$ cat config.mk
export PLATFORM = sky130hd
export DESIGN_NAME = lbc_top
export DESIGN_NICKNAME = d
export VERILOG_FILES = /design/src/lbc_pkg.sv /design/src/lbc_top.sv /design/src/lbc_carry.sv /design/src/lbc_small4.sv
export SDC_FILE = /design/constraint.sdc
export NUM_CORES = 1
export LEC_CHECK = 0
export BUFFER_PORTS_ARGS = -buffer_cell sky130_fd_sc_hd__buf_2
export CAP_MARGIN = 15
export CORE_ASPECT_RATIO = 1.5
export CORE_UTILIZATION = 40
export DETAILED_ROUTE_END_ITERATION = 6
export PLACE_DENSITY = 0.71
export SKIP_CTS_REPAIR_TIMING = 1
export SYNTH_ARGS = -nofsm -noshare
export SYNTH_HDL_FRONTEND = slang
export SYNTH_HIERARCHICAL = 1
export SYNTH_SLANG_ARGS = --single-unit
$ cat constraint.sdc
create_clock -name aclk -period 3 [get_ports aclk]
set_clock_uncertainty 0.2 [all_clocks]
set_input_delay 0.3 -clock aclk [delete_from_list [all_inputs] [get_ports aclk]]
set_output_delay 0.3 -clock aclk [all_outputs]
set_load 0.1 [all_outputs]
$ cat src/lbc_pkg.sv
// Package of constants for the lookahead binary counter block
package lbc_pkg;
	localparam int CNT_W = 10;
	localparam int SMALL_W = 4;
	localparam int ADDR_W = 8;
	localparam logic [7:0] ADDR_CTRL = 8'h00;
	localparam logic [7:0] ADDR_LOAD = 8'h04;
	localparam logic [7:0] ADDR_CMD = 8'h08;
	localparam logic [7:0] ADDR_COUNT = 8'h0C;
	localparam logic [7:0] ADDR_STATUS = 8'h10;
	localparam logic [7:0] ADDR_SMALL = 8'h14;
	localparam int CTRL_CE_BIT = 0;
	localparam int CTRL_TCCLR_BIT = 1;
	localparam int CTRL_SMALL_EN_BIT = 2;
	localparam int CTRL_SMALL_TCCLR_BIT = 3;
	localparam int CMD_RST_BIT = 0;
	localparam int CMD_LOAD_BIT = 1;
	localparam int CMD_SMALL_PRE_BIT = 2;
	localparam int STAT_TC_BIT = 0;
	localparam int STAT_SMALL_TC_BIT = 1;
	localparam logic [3:0] CTRL_RESET = 4'h0;
	localparam logic [CNT_W-1:0] LOAD_RESET = 10'h000;
	localparam logic [CNT_W-1:0] COUNT_RESET = 10'h000;
	localparam logic [SMALL_W-1:0] SMALL_RESET = 4'h0;
	localparam logic [SMALL_W-1:0] SMALL_PRELOAD = 4'h4;
	localparam logic [1:0] RESP_OKAY = 2'h0;
	localparam logic [1:0] RESP_SLVERR = 2'h2;
endpackage

$ cat src/lbc_top.sv
// Lookahead-carry binary counter with AXI4-Lite register access
// What this block does
// [RULE1] Terminal-count reset acts synchronously, only at the next clock edge.
// [RULE2] Terminal count is the AND of all counter bits; all ones. small_terminal_count shows the small counter's AND one cycle late.
// [RULE3] A bit toggles when enabled, not reset or loading, lower bits ones.
// [RULE4] Parallel enable loads the input word instead of counting.
// [RULE5] Clock enable, reset and parallel enable may each be left out.
// [RULE6] Ten-bit up-counter with count enable, direct clear, one clock.
// [RULE7] Direct clear asynchronously clears every flip-flop of the ten-bit counter.
// [RULE8] Low-group carry is bits 0-2 AND enable; drives bits 3-5.
// [RULE9] Mid-group carry bits 3-6; bits 7-9 add bit 7, bit 8.
// [RULE10] Four-bit counter preloads 0100 asynchronously before counting.
// [RULE11] Initial value may also be preloaded synchronously at an edge.
// [RULE12] Global reset low clears all counter registers.
// [RULE13] Counter steps through all states and wraps from ones to zero.
// [RULE14] Fully synchronous lookahead counting; no ripple stages.
// [RULE15] Reset wins over parallel load at the same edge.
`timescale 1ns/1ps
module lbc_top import lbc_pkg::*; #(
	parameter bit HAS_CE = 1'b1,
	parameter bit HAS_RST = 1'b1,
	parameter bit HAS_PE = 1'b1
) (
	input wire logic aclk,
	input wire logic aresetn,
	input wire logic direct_clear_n,
	input wire logic preload_n,
	input wire logic [ADDR_W-1:0] s_axi_awaddr,
	input wire logic s_axi_awvalid,
	output logic s_axi_awready,
	input wire logic [31:0] s_axi_wdata,
	input wire logic [3:0] s_axi_wstrb,
	input wire logic s_axi_wvalid,
	output logic s_axi_wready,
	output logic [1:0] s_axi_bresp,
	output logic s_axi_bvalid,
	input wire logic s_axi_bready,
	input wire logic [ADDR_W-1:0] s_axi_araddr,
	input wire logic s_axi_arvalid,
	output logic s_axi_arready,
	output logic [31:0] s_axi_rdata,
	output logic [1:0] s_axi_rresp,
	output logic s_axi_rvalid,
	input wire logic s_axi_rready,
	output logic [CNT_W-1:0] count_q,
	output logic terminal_count,
	output logic [SMALL_W-1:0] small_q,
	output logic small_terminal_count
);
	logic awready_r;
	logic wready_r;
	logic bvalid_r;
	logic [1:0] bresp_r;
	logic arready_r;
	logic rvalid_r;
	logic [1:0] rresp_r;
	logic [31:0] rdata_r;
	logic [3:0] ctrl_r;
	logic [CNT_W-1:0] load_r;
	logic [CNT_W-1:0] count_r;
	logic [CNT_W-1:0] count_nxt;
	logic tc_r;
	logic small_tc_r;
	logic [SMALL_W-1:0] small_value;

	// Write channel: address and data are taken together in one cycle
	wire wr_go = s_axi_awvalid & s_axi_wvalid & ~awready_r & ~bvalid_r;
	wire [ADDR_W-1:0] wa = {s_axi_awaddr[ADDR_W-1:2], 2'b00};
	wire wr_ctrl = wr_go & (wa == ADDR_CTRL) & s_axi_wstrb[0];
	wire wr_load_lo = wr_go & (wa == ADDR_LOAD) & s_axi_wstrb[0];
	wire wr_load_hi = wr_go & (wa == ADDR_LOAD) & s_axi_wstrb[1];
	wire wr_cmd = wr_go & (wa == ADDR_CMD) & s_axi_wstrb[0];
	wire wr_known = (wa == ADDR_CTRL) | (wa == ADDR_LOAD) | (wa == ADDR_CMD);

	// Read channel decode
	wire rd_go = s_axi_arvalid & ~arready_r & ~rvalid_r;
	wire [ADDR_W-1:0] ra = {s_axi_araddr[ADDR_W-1:2], 2'b00};
	wire rd_ctrl = ra == ADDR_CTRL;
	wire rd_load = ra == ADDR_LOAD;
	wire rd_cmd = ra == ADDR_CMD;
	wire rd_count = ra == ADDR_COUNT;
	wire rd_status = ra == ADDR_STATUS;
	wire rd_small = ra == ADDR_SMALL;
	wire rd_known = rd_ctrl | rd_load | rd_cmd | rd_count | rd_status | rd_small;
	wire [31:0] rd_word = rd_ctrl ? {28'h0000000, ctrl_r} :
		rd_load ? {22'h000000, load_r} :
		rd_count ? {22'h000000, count_r} :
		rd_status ? {30'h00000000, small_tc_r, tc_r} :
		rd_small ? {28'h0000000, small_value} : 32'h00000000;

	// Counter controls; a parameter set to zero removes that input
	wire cmd_rst = wr_cmd & s_axi_wdata[CMD_RST_BIT];
	wire cmd_load = wr_cmd & s_axi_wdata[CMD_LOAD_BIT];
	wire cmd_small_pre = wr_cmd & s_axi_wdata[CMD_SMALL_PRE_BIT];
	wire ce = HAS_CE ? ctrl_r[CTRL_CE_BIT] : 1'b1; // RULE5
	wire all_ones = &count_r; // RULE2
	wire small_all_ones = &small_value; // RULE2
	wire tc_rst = ctrl_r[CTRL_TCCLR_BIT] & all_ones & ce; // RULE1
	wire sync_rst = HAS_RST ? (cmd_rst | tc_rst) : 1'b0; // RULE5
	wire par_en = HAS_PE ? cmd_load : 1'b0; // RULE5
	wire tog_en = ce & ~sync_rst & ~par_en; // RULE3
	wire [CNT_W-1:0] toggle;
	wire low_group_carry;
	wire mid_group_carry;

	lbc_carry u_carry (
		.q(count_r),
		.en(tog_en),
		.toggle(toggle),
		.low_group_carry(low_group_carry),
		.mid_group_carry(mid_group_carry)
	);

	// Next state per bit: reset first, then load, then toggle
	genvar gi;
	generate
		for (gi = 0; gi < CNT_W; gi++) begin : g_bit
			assign count_nxt[gi] = sync_rst ? 1'b0 : // RULE15
				par_en ? load_r[gi] : // RULE4
				count_r[gi] ^ toggle[gi]; // RULE3
		end
	endgenerate

	// Counter flip-flops: direct clear is asynchronous, all else at the edge
	always_ff @(posedge aclk or negedge direct_clear_n) begin
		if (!direct_clear_n) begin
			count_r <= COUNT_RESET; // RULE7
		end else if (!aresetn) begin
			count_r <= COUNT_RESET; // RULE12
		end else begin
			count_r <= count_nxt; // RULE6 RULE14
		end
	end

	// Terminal count flags registered for the outputs
	always_ff @(posedge aclk or negedge direct_clear_n) begin
		if (!direct_clear_n) begin
			tc_r <= 1'b0;
		end else if (!aresetn) begin
			tc_r <= 1'b0;
		end else begin
			tc_r <= &count_nxt; // RULE2
		end
	end

	always_ff @(posedge aclk) begin
		if (!aresetn) begin
			small_tc_r <= 1'b0;
		end else begin
			small_tc_r <= small_all_ones; // RULE2
		end
	end

	lbc_small4 u_small (
		.aclk(aclk),
		.aresetn(aresetn),
		.preload_n(preload_n),
		.enable(ctrl_r[CTRL_SMALL_EN_BIT]),
		.sync_preload(cmd_small_pre),
		.tc_clear_en(ctrl_r[CTRL_SMALL_TCCLR_BIT]),
		.value_r(small_value)
	);

	// Software registers
	always_ff @(posedge aclk) begin
		if (!aresetn) begin
			ctrl_r <= CTRL_RESET;
		end else if (wr_ctrl) begin
			ctrl_r <= s_axi_wdata[3:0];
		end
	end

	always_ff @(posedge aclk) begin
		if (!aresetn) begin
			load_r <= LOAD_RESET;
		end else begin
			load_r[7:0] <= wr_load_lo ? s_axi_wdata[7:0] : load_r[7:0];
			load_r[CNT_W-1:8] <= wr_load_hi ? s_axi_wdata[CNT_W-1:8] : load_r[CNT_W-1:8];
		end
	end

	// Write handshake and response
	always_ff @(posedge aclk) begin
		if (!aresetn) begin
			awready_r <= 1'b0;
			wready_r <= 1'b0;
			bvalid_r <= 1'b0;
			bresp_r <= RESP_OKAY;
		end else begin
			awready_r <= wr_go;
			wready_r <= wr_go;
			if (wr_go) begin
				bvalid_r <= 1'b1;
				bresp_r <= wr_known ? RESP_OKAY : RESP_SLVERR;
			end else if (s_axi_bready) begin
				bvalid_r <= 1'b0;
			end
		end
	end

	// Read handshake and data
	always_ff @(posedge aclk) begin
		if (!aresetn) begin
			arready_r <= 1'b0;
			rvalid_r <= 1'b0;
			rresp_r <= RESP_OKAY;
			rdata_r <= 32'h00000000;
		end else begin
			arready_r <= rd_go;
			if (rd_go) begin
				rvalid_r <= 1'b1;
				rresp_r <= rd_known ? RESP_OKAY : RESP_SLVERR;
				rdata_r <= rd_word;
			end else if (s_axi_rready) begin
				rvalid_r <= 1'b0;
			end
		end
	end

	// Outputs all come from flip-flops
	assign s_axi_awready = awready_r;
	assign s_axi_wready = wready_r;
	assign s_axi_bvalid = bvalid_r;
	assign s_axi_bresp = bresp_r;
	assign s_axi_arready = arready_r;
	assign s_axi_rvalid = rvalid_r;
	assign s_axi_rresp = rresp_r;
	assign s_axi_rdata = rdata_r;
	assign count_q = count_r;
	assign terminal_count = tc_r;
	assign small_q = small_value;
	assign small_terminal_count = small_tc_r;

	// Bits that a plain increment would flip, to hold the carry groups against
	wire [CNT_W-1:0] inc_mask = count_r ^ (count_r + 10'h001);
endmodule

$ cat src/lbc_carry.sv
// Grouped lookahead-carry decode for the ten-bit counter
`timescale 1ns/1ps
module lbc_carry import lbc_pkg::*; (
	input wire logic [CNT_W-1:0] q,
	input wire logic en,
	output logic [CNT_W-1:0] toggle,
	output logic low_group_carry,
	output logic mid_group_carry
);
	logic mid_partial_carry;
	logic high_pair_carry;

	// Carry groups for bits 0-2, 3-6 and 7-8
	assign low_group_carry = q[0] & q[1] & q[2] & en; // RULE8
	assign mid_partial_carry = q[3] & q[4] & q[5]; // RULE9
	assign mid_group_carry = mid_partial_carry & q[6]; // RULE9
	assign high_pair_carry = q[7] & q[8]; // RULE9

	// Per-bit toggle terms, each the AND of every lower bit
	assign toggle[0] = en; // RULE3
	assign toggle[1] = en & q[0]; // RULE3
	assign toggle[2] = en & q[0] & q[1]; // RULE3
	assign toggle[3] = low_group_carry; // RULE8
	assign toggle[4] = low_group_carry & q[3]; // RULE8
	assign toggle[5] = low_group_carry & q[3] & q[4]; // RULE8
	assign toggle[6] = low_group_carry & mid_partial_carry; // RULE9
	assign toggle[7] = low_group_carry & mid_group_carry; // RULE9
	assign toggle[8] = low_group_carry & mid_group_carry & q[7]; // RULE9
	assign toggle[9] = low_group_carry & mid_group_carry & high_pair_carry; // RULE9
endmodule

$ cat src/lbc_small4.sv
// Four-bit example counter with asynchronous and synchronous preload
`timescale 1ns/1ps
module lbc_small4 import lbc_pkg::*; (
	input wire logic aclk,
	input wire logic aresetn,
	input wire logic preload_n,
	input wire logic enable,
	input wire logic sync_preload,
	input wire logic tc_clear_en,
	output logic [SMALL_W-1:0] value_r
);
	logic tc;
	logic tc_rst;
	logic [SMALL_W-1:0] value_nxt;

	// Terminal count and the synchronous reset it drives
	assign tc = &value_r; // RULE2
	assign tc_rst = tc_clear_en & tc & enable; // RULE1
	assign value_nxt = sync_preload ? SMALL_PRELOAD : // RULE11
		tc_rst ? SMALL_RESET : // RULE1
		enable ? value_r + 4'h1 : value_r;

	// Asynchronous preload forces 0100: three bits cleared, one set
	always_ff @(posedge aclk or negedge preload_n) begin
		if (!preload_n) begin
			value_r <= SMALL_PRELOAD; // RULE10
		end else if (!aresetn) begin
			value_r <= SMALL_RESET; // RULE12
		end else begin
			value_r <= value_nxt;
		end
	end
endmodule

Word-level counts from Yosys, hierarchy flattened
Cells that the tools add are included.
W data, S select, Z words.
- $add $sub $neg: 1
- eq/ne operators: 8
- bitwise operators: 60
- reductions and logical operators: 7
- multiplexer cells: 37
- operator list (operator ; count):
    $mux W10 ; 4
    $and A1 B1 Y1 ; 36
    $mux W1 ; 25
    $mux W4 ; 6
    $reduce_and A10 Y1 ; 2
    $eq A6 B2 Y1 const B ; 3
    $logic_not A8 Y1 ; 2
    $eq A6 B1 Y1 const B ; 2
    $eq A6 B3 Y1 const B ; 2
    $xor A1 B1 Y1 ; 10
    $or A1 B1 Y1 ; 8
    $not A1 Y1 ; 6
    $add A4 B1 Y4 const B ; 1
    $mux W2 ; 2
    $ne A4 B1 Y1 const B ; 1
    $reduce_and A4 Y1 ; 1
    $reduce_bool A2 Y1 ; 2
- output and inout bits: 57
- flip-flop bits (word level): 70
- word-level logic and storage cells: 127

Logic depth before layout (Yosys ltp)
- word-level depth: 18
- mapped depth: 11
- depth with buffers taken out: 11

Modules after synthesis
The synthesis kept the hierarchy.
- by module, submodules not included (module ; instances ; cells each ; sequential area each (sq um) ; area each (sq um)):
    lbc_top ; 1 ; 254 ; 895.9 ; 2267.2
    lbc_small4 ; 1 ; 19 ; 101.3 ; 205.2
    lbc_carry ; 1 ; 18 ; 0.0 ; 123.9

Worst setup path after synthesis
Ideal clock, no wire load.
- path type: reg2reg
- start point: register, netlist name s_axi_wready
- end point: register tc_r (netlist: terminal_count)
- setup time: 78 ps
- slack: -56 ps
- cell stages (with the launch flop): 11
- arrival: 2779 ps
- clock period less this slack: 3056 ps
- buffers on the path: 0
- cells stage by stage: dfxtp_1 -> and4bb_2 -> and3_1 -> o21ai_0 -> and3_1 -> nand4_4 -> nor3_2 -> xnor2_1 -> nor4_1 -> nand4_1 -> a21oi_1
- RTL lines (element ; line ; source):
    end signal: assignment ; lbc_top.sv:142 ; tc_r <= &count_nxt;
    end: declaration ; lbc_top.sv:62 ; logic tc_r;

Final worst setup path
- start point: register count_r[7] (netlist: count_q[7])
- end point: register tc_r (netlist: terminal_count)
- word-level cells in the longest chain between the ends: 15
- RTL lines (element ; line ; source):
    start: declaration ; lbc_top.sv:60 ; logic [CNT_W-1:0] count_r;
    start signal: assignment ; lbc_top.sv:131 ; count_r <= count_nxt;
    $reduce_and A10 Y1 (*) ; lbc_top.sv:96 ; wire all_ones = &count_r;
    $and A1 B1 Y1 (*) (2 in series) ; lbc_top.sv:98 ; wire tc_rst = ctrl_r[CTRL_TCCLR_BIT] & all_ones & ce;
    $or A1 B1 Y1 (*) ; lbc_top.sv:99 ; wire sync_rst = HAS_RST ? (cmd_rst | tc_rst) : 1'b0;
    $not A1 Y1 (*) ; lbc_top.sv:101 ; wire tog_en = ce & ~sync_rst & ~par_en;
    $and A1 B1 Y1 (*) (2 in series) ; lbc_top.sv:101 ;
    named net tog_en ; lbc_top.sv:101 ;
    $and A1 B1 Y1 (*) ; lbc_carry.sv:14 ; assign low_group_carry = q[0] & q[1] & q[2] & en;
    named net low_group_carry ; lbc_top.sv:103 ; wire low_group_carry;
    $and A1 B1 Y1 (*) ; lbc_carry.sv:24 ; assign toggle[4] = low_group_carry & q[3];
    named net toggle[4] ; lbc_top.sv:102 ; wire [CNT_W-1:0] toggle;
    $and A1 B1 Y1 ; lbc_carry.sv:25 ; assign toggle[5] = low_group_carry & q[3] & q[4];
    $xor A1 B1 Y1 ; lbc_top.sv:120 ; count_r[gi] ^ toggle[gi];
    $mux W1 ; lbc_top.sv:119 ; par_en ? load_r[gi] :
    $mux W1 ; lbc_top.sv:118 ; assign count_nxt[gi] = sync_rst ? 1'b0 :
    $reduce_and A10 Y1 (*) ; lbc_top.sv:142 ;
    $mux W1 (*) ; lbc_top.sv:139 ; end else if (!aresetn) begin
Mark *: on every way through the listed nets, which the timed path passes. The rest lies on a longest branch.
A chain may end at the register's enable or synchronous reset.

==> impl_results.md <==
* Leak at 0.00129 µW
* Ports at 118
* Wire per inst at 14.4 µm
* All-Layer GR Usage at 0.191
* GR met1 Demand/Resource at 0.220
* Largest net degree at the start of global routing at 22
* Vias in the first global route at 2069
* Status: complete, no violations
* TritonCTS clock tree: built
* Worst-Skew Late Latency at 0.30 ns
* Reg power frac at 0.478
* Htree depth at 2
* Setup Viol. Count Final at 0
* Clk root buf: clkbuf_8
* Multi-input logic area at 1400 µm²
* Post-synthesis cell area at 2590 µm²
* CTS Buf Count at 5
* Slew at the pin with the worst max-slew slack at 0.675 ns
* Initial Util at 0.417
* Worst hold path class: primary input to flop
* Pint at 849 µW
* Clock power share at 0.302
* CP required at 3.00 ns
* ANT cells at 0
* Sw Pwr at 463 µW
* First-pass GRT wire length at 9760 µm
* Fin crit share at 0.901
* Crit path DAT at 2.71 ns
* Total congestion overflow at 0
* Design Power at 1310 µW
* Initial DRC Count at 167
* Placed Area at 2890 µm²
* Met3 Usage GRT at 0.0317
* Max Cap Viol at 0
* P&R area growth vs syn at 15.9%
* Critical path fanouts, max at 6
* Core area at 6220 µm²
* Antenna violations before repair at 0
* Slew Limit Fails at 0
* Port Buf Inserts at 65
* Met2 Resource Use GR at 0.330
* Fmax at 0.370 GHz
* Fin. Hold Viols at 0
* Gr busiest metal: met2
* Syn Area/Cell at 8.94 µm²
* Critical path class: flop to flop
* Die H at 101 µm
* Reg-to-reg slack, setup at 0.30 ns
* Clock sink total at 46
* Synth warnings at 6
* Fill cell count at 627
* Gate power share at 0.220
* Final design area excluding fillers at 3000 µm²
* Synthesized netlist cell count at 290
* Sw frac at 0.353
* Die Wd at 67.7 µm
* Max rail drop VDD at 291 µV
* RSZ-0062 raised after global routing: false
* CTS max path bufs at 2
* CP endpoint kind: flop
* FF+latch area at 1000 µm²
* Vias at 2303
* Final net count at 416
* DIE AREA at 6810 µm²
* DRT Wirelength at 6200 µm
* Reg clk slew, reported paths at 0.09 ns
* DRT Pass-1 Iters at 4
* Tmin final at 2.70 ns
* Relative slew slack at 0.549
* Final WS setup at 0.297 ns
* Placement Setup Slack at 0.250 ns
* Vias/cell at 5.37
* DRC Markers at 0
* Fin util at 0.483
* Share of cells above drive strength 1 at 0.304
* Detail Route Antenna Nets at 0
* RePlAce Congestion at 0.794
* Final TNS setup at 0 ns
* Dpl hpwl at 4740 µm
* Critical Path Source Type: flop
* PD cells at 437 nW/µm²
* Rows at 35
## critical path, stage by stage (launching register included)
cell and delay [ns]:
dfrtp_1 0.47, nand4_1 0.15, or3_1 0.40, and3_1 0.25, nand4_4 0.17, inv_2 0.06
and2_1 0.16, xnor2_1 0.14, nor4_1 0.26, nand4_1 0.14, a21oi_1 0.19
## path summary, 6_finish.rpt
path	start	endpoint	cells past startpoint
min reg2reg	s_axi_rdata[5]	s_axi_rdata[5]	2
min in group asynchronous	preload_n	u_small/value_r[0]	2
max	count_q[7]	terminal_count	10
max reg2reg	count_q[7]	terminal_count	10
max in group asynchronous	direct_clear_n	count_q[2]	2
min	s_axi_wdata[8]	load_r[8]	3
## per-layer routing
layer  routed length [µm]  vias to the layer above
met1                 2410                     1079
li1                     -                     1114
met5                    0                        -
met2                 3270                       95
met4                  173                        0
met3                  345                       15
## state kept, by name (all words and copies together) (netlist names)
| name | count |
|---|---|
| u_small/value_r | 4 |
| s_axi_rresp | 1 |
| count_q | 10 |
| ctrl_r | 4 |
| s_axi_bresp | 1 |
| s_axi_rvalid | 1 |
| s_axi_rdata | 10 |
| load_r | 10 |
| terminal_count | 1 |
| s_axi_bvalid | 1 |
| small_terminal_count | 1 |
| s_axi_wready | 1 |
| s_axi_arready | 1 |
## cell type report
cell class                 instances  share of cell area
sequential                        46               0.334
inverter                           5             0.00625
timing repair buffer              74               0.132
multi-input combinational        222               0.466
clock buffer                       7              0.0287
tap                               74              0.0308
clock inverter                     1             0.00167
## placed cells by master (no fill, tap or decap), types with 3 or more instances in the layout
master / count
inv_1: 4
nor2_1: 18
nand4_1: 11
nand3_1: 13
mux2i_1: 7
buf_2: 65
and2_1: 7
clkbuf_8: 6
nand2b_1: 5
dfrtp_1: 12
o21ai_0: 22
nor4_1: 3
nand2_1: 29
a21oi_1: 7
a21boi_0: 4
a211oi_2: 10
buf_4: 7
xnor2_1: 11
a22oi_1: 6
nor2b_1: 7
nor3_2: 3
nand3b_1: 3
conb_1: 24
dfxtp_1: 29
## metrics by stage
step | hold WS, ns | std cells
final | 0.00522 | 429
after global routing | 0.0475 | 429
after CTS | -0.409 | 427
after detailed placement | -0.0863 | 419
after global placement | -0.0870 | 419
after floorplan | -0.196 | 313
## power groups by stage
stage,clock [µW],combinational (µW),sequential (µW)
after global placement,0,285,640
after detailed placement,0,286,641
final,396,289,627
after floorplan,0,205,699
after global routing,428,303,628
after CTS,400,286,627
Note: power is estimated with default switching activity, not from simulation.
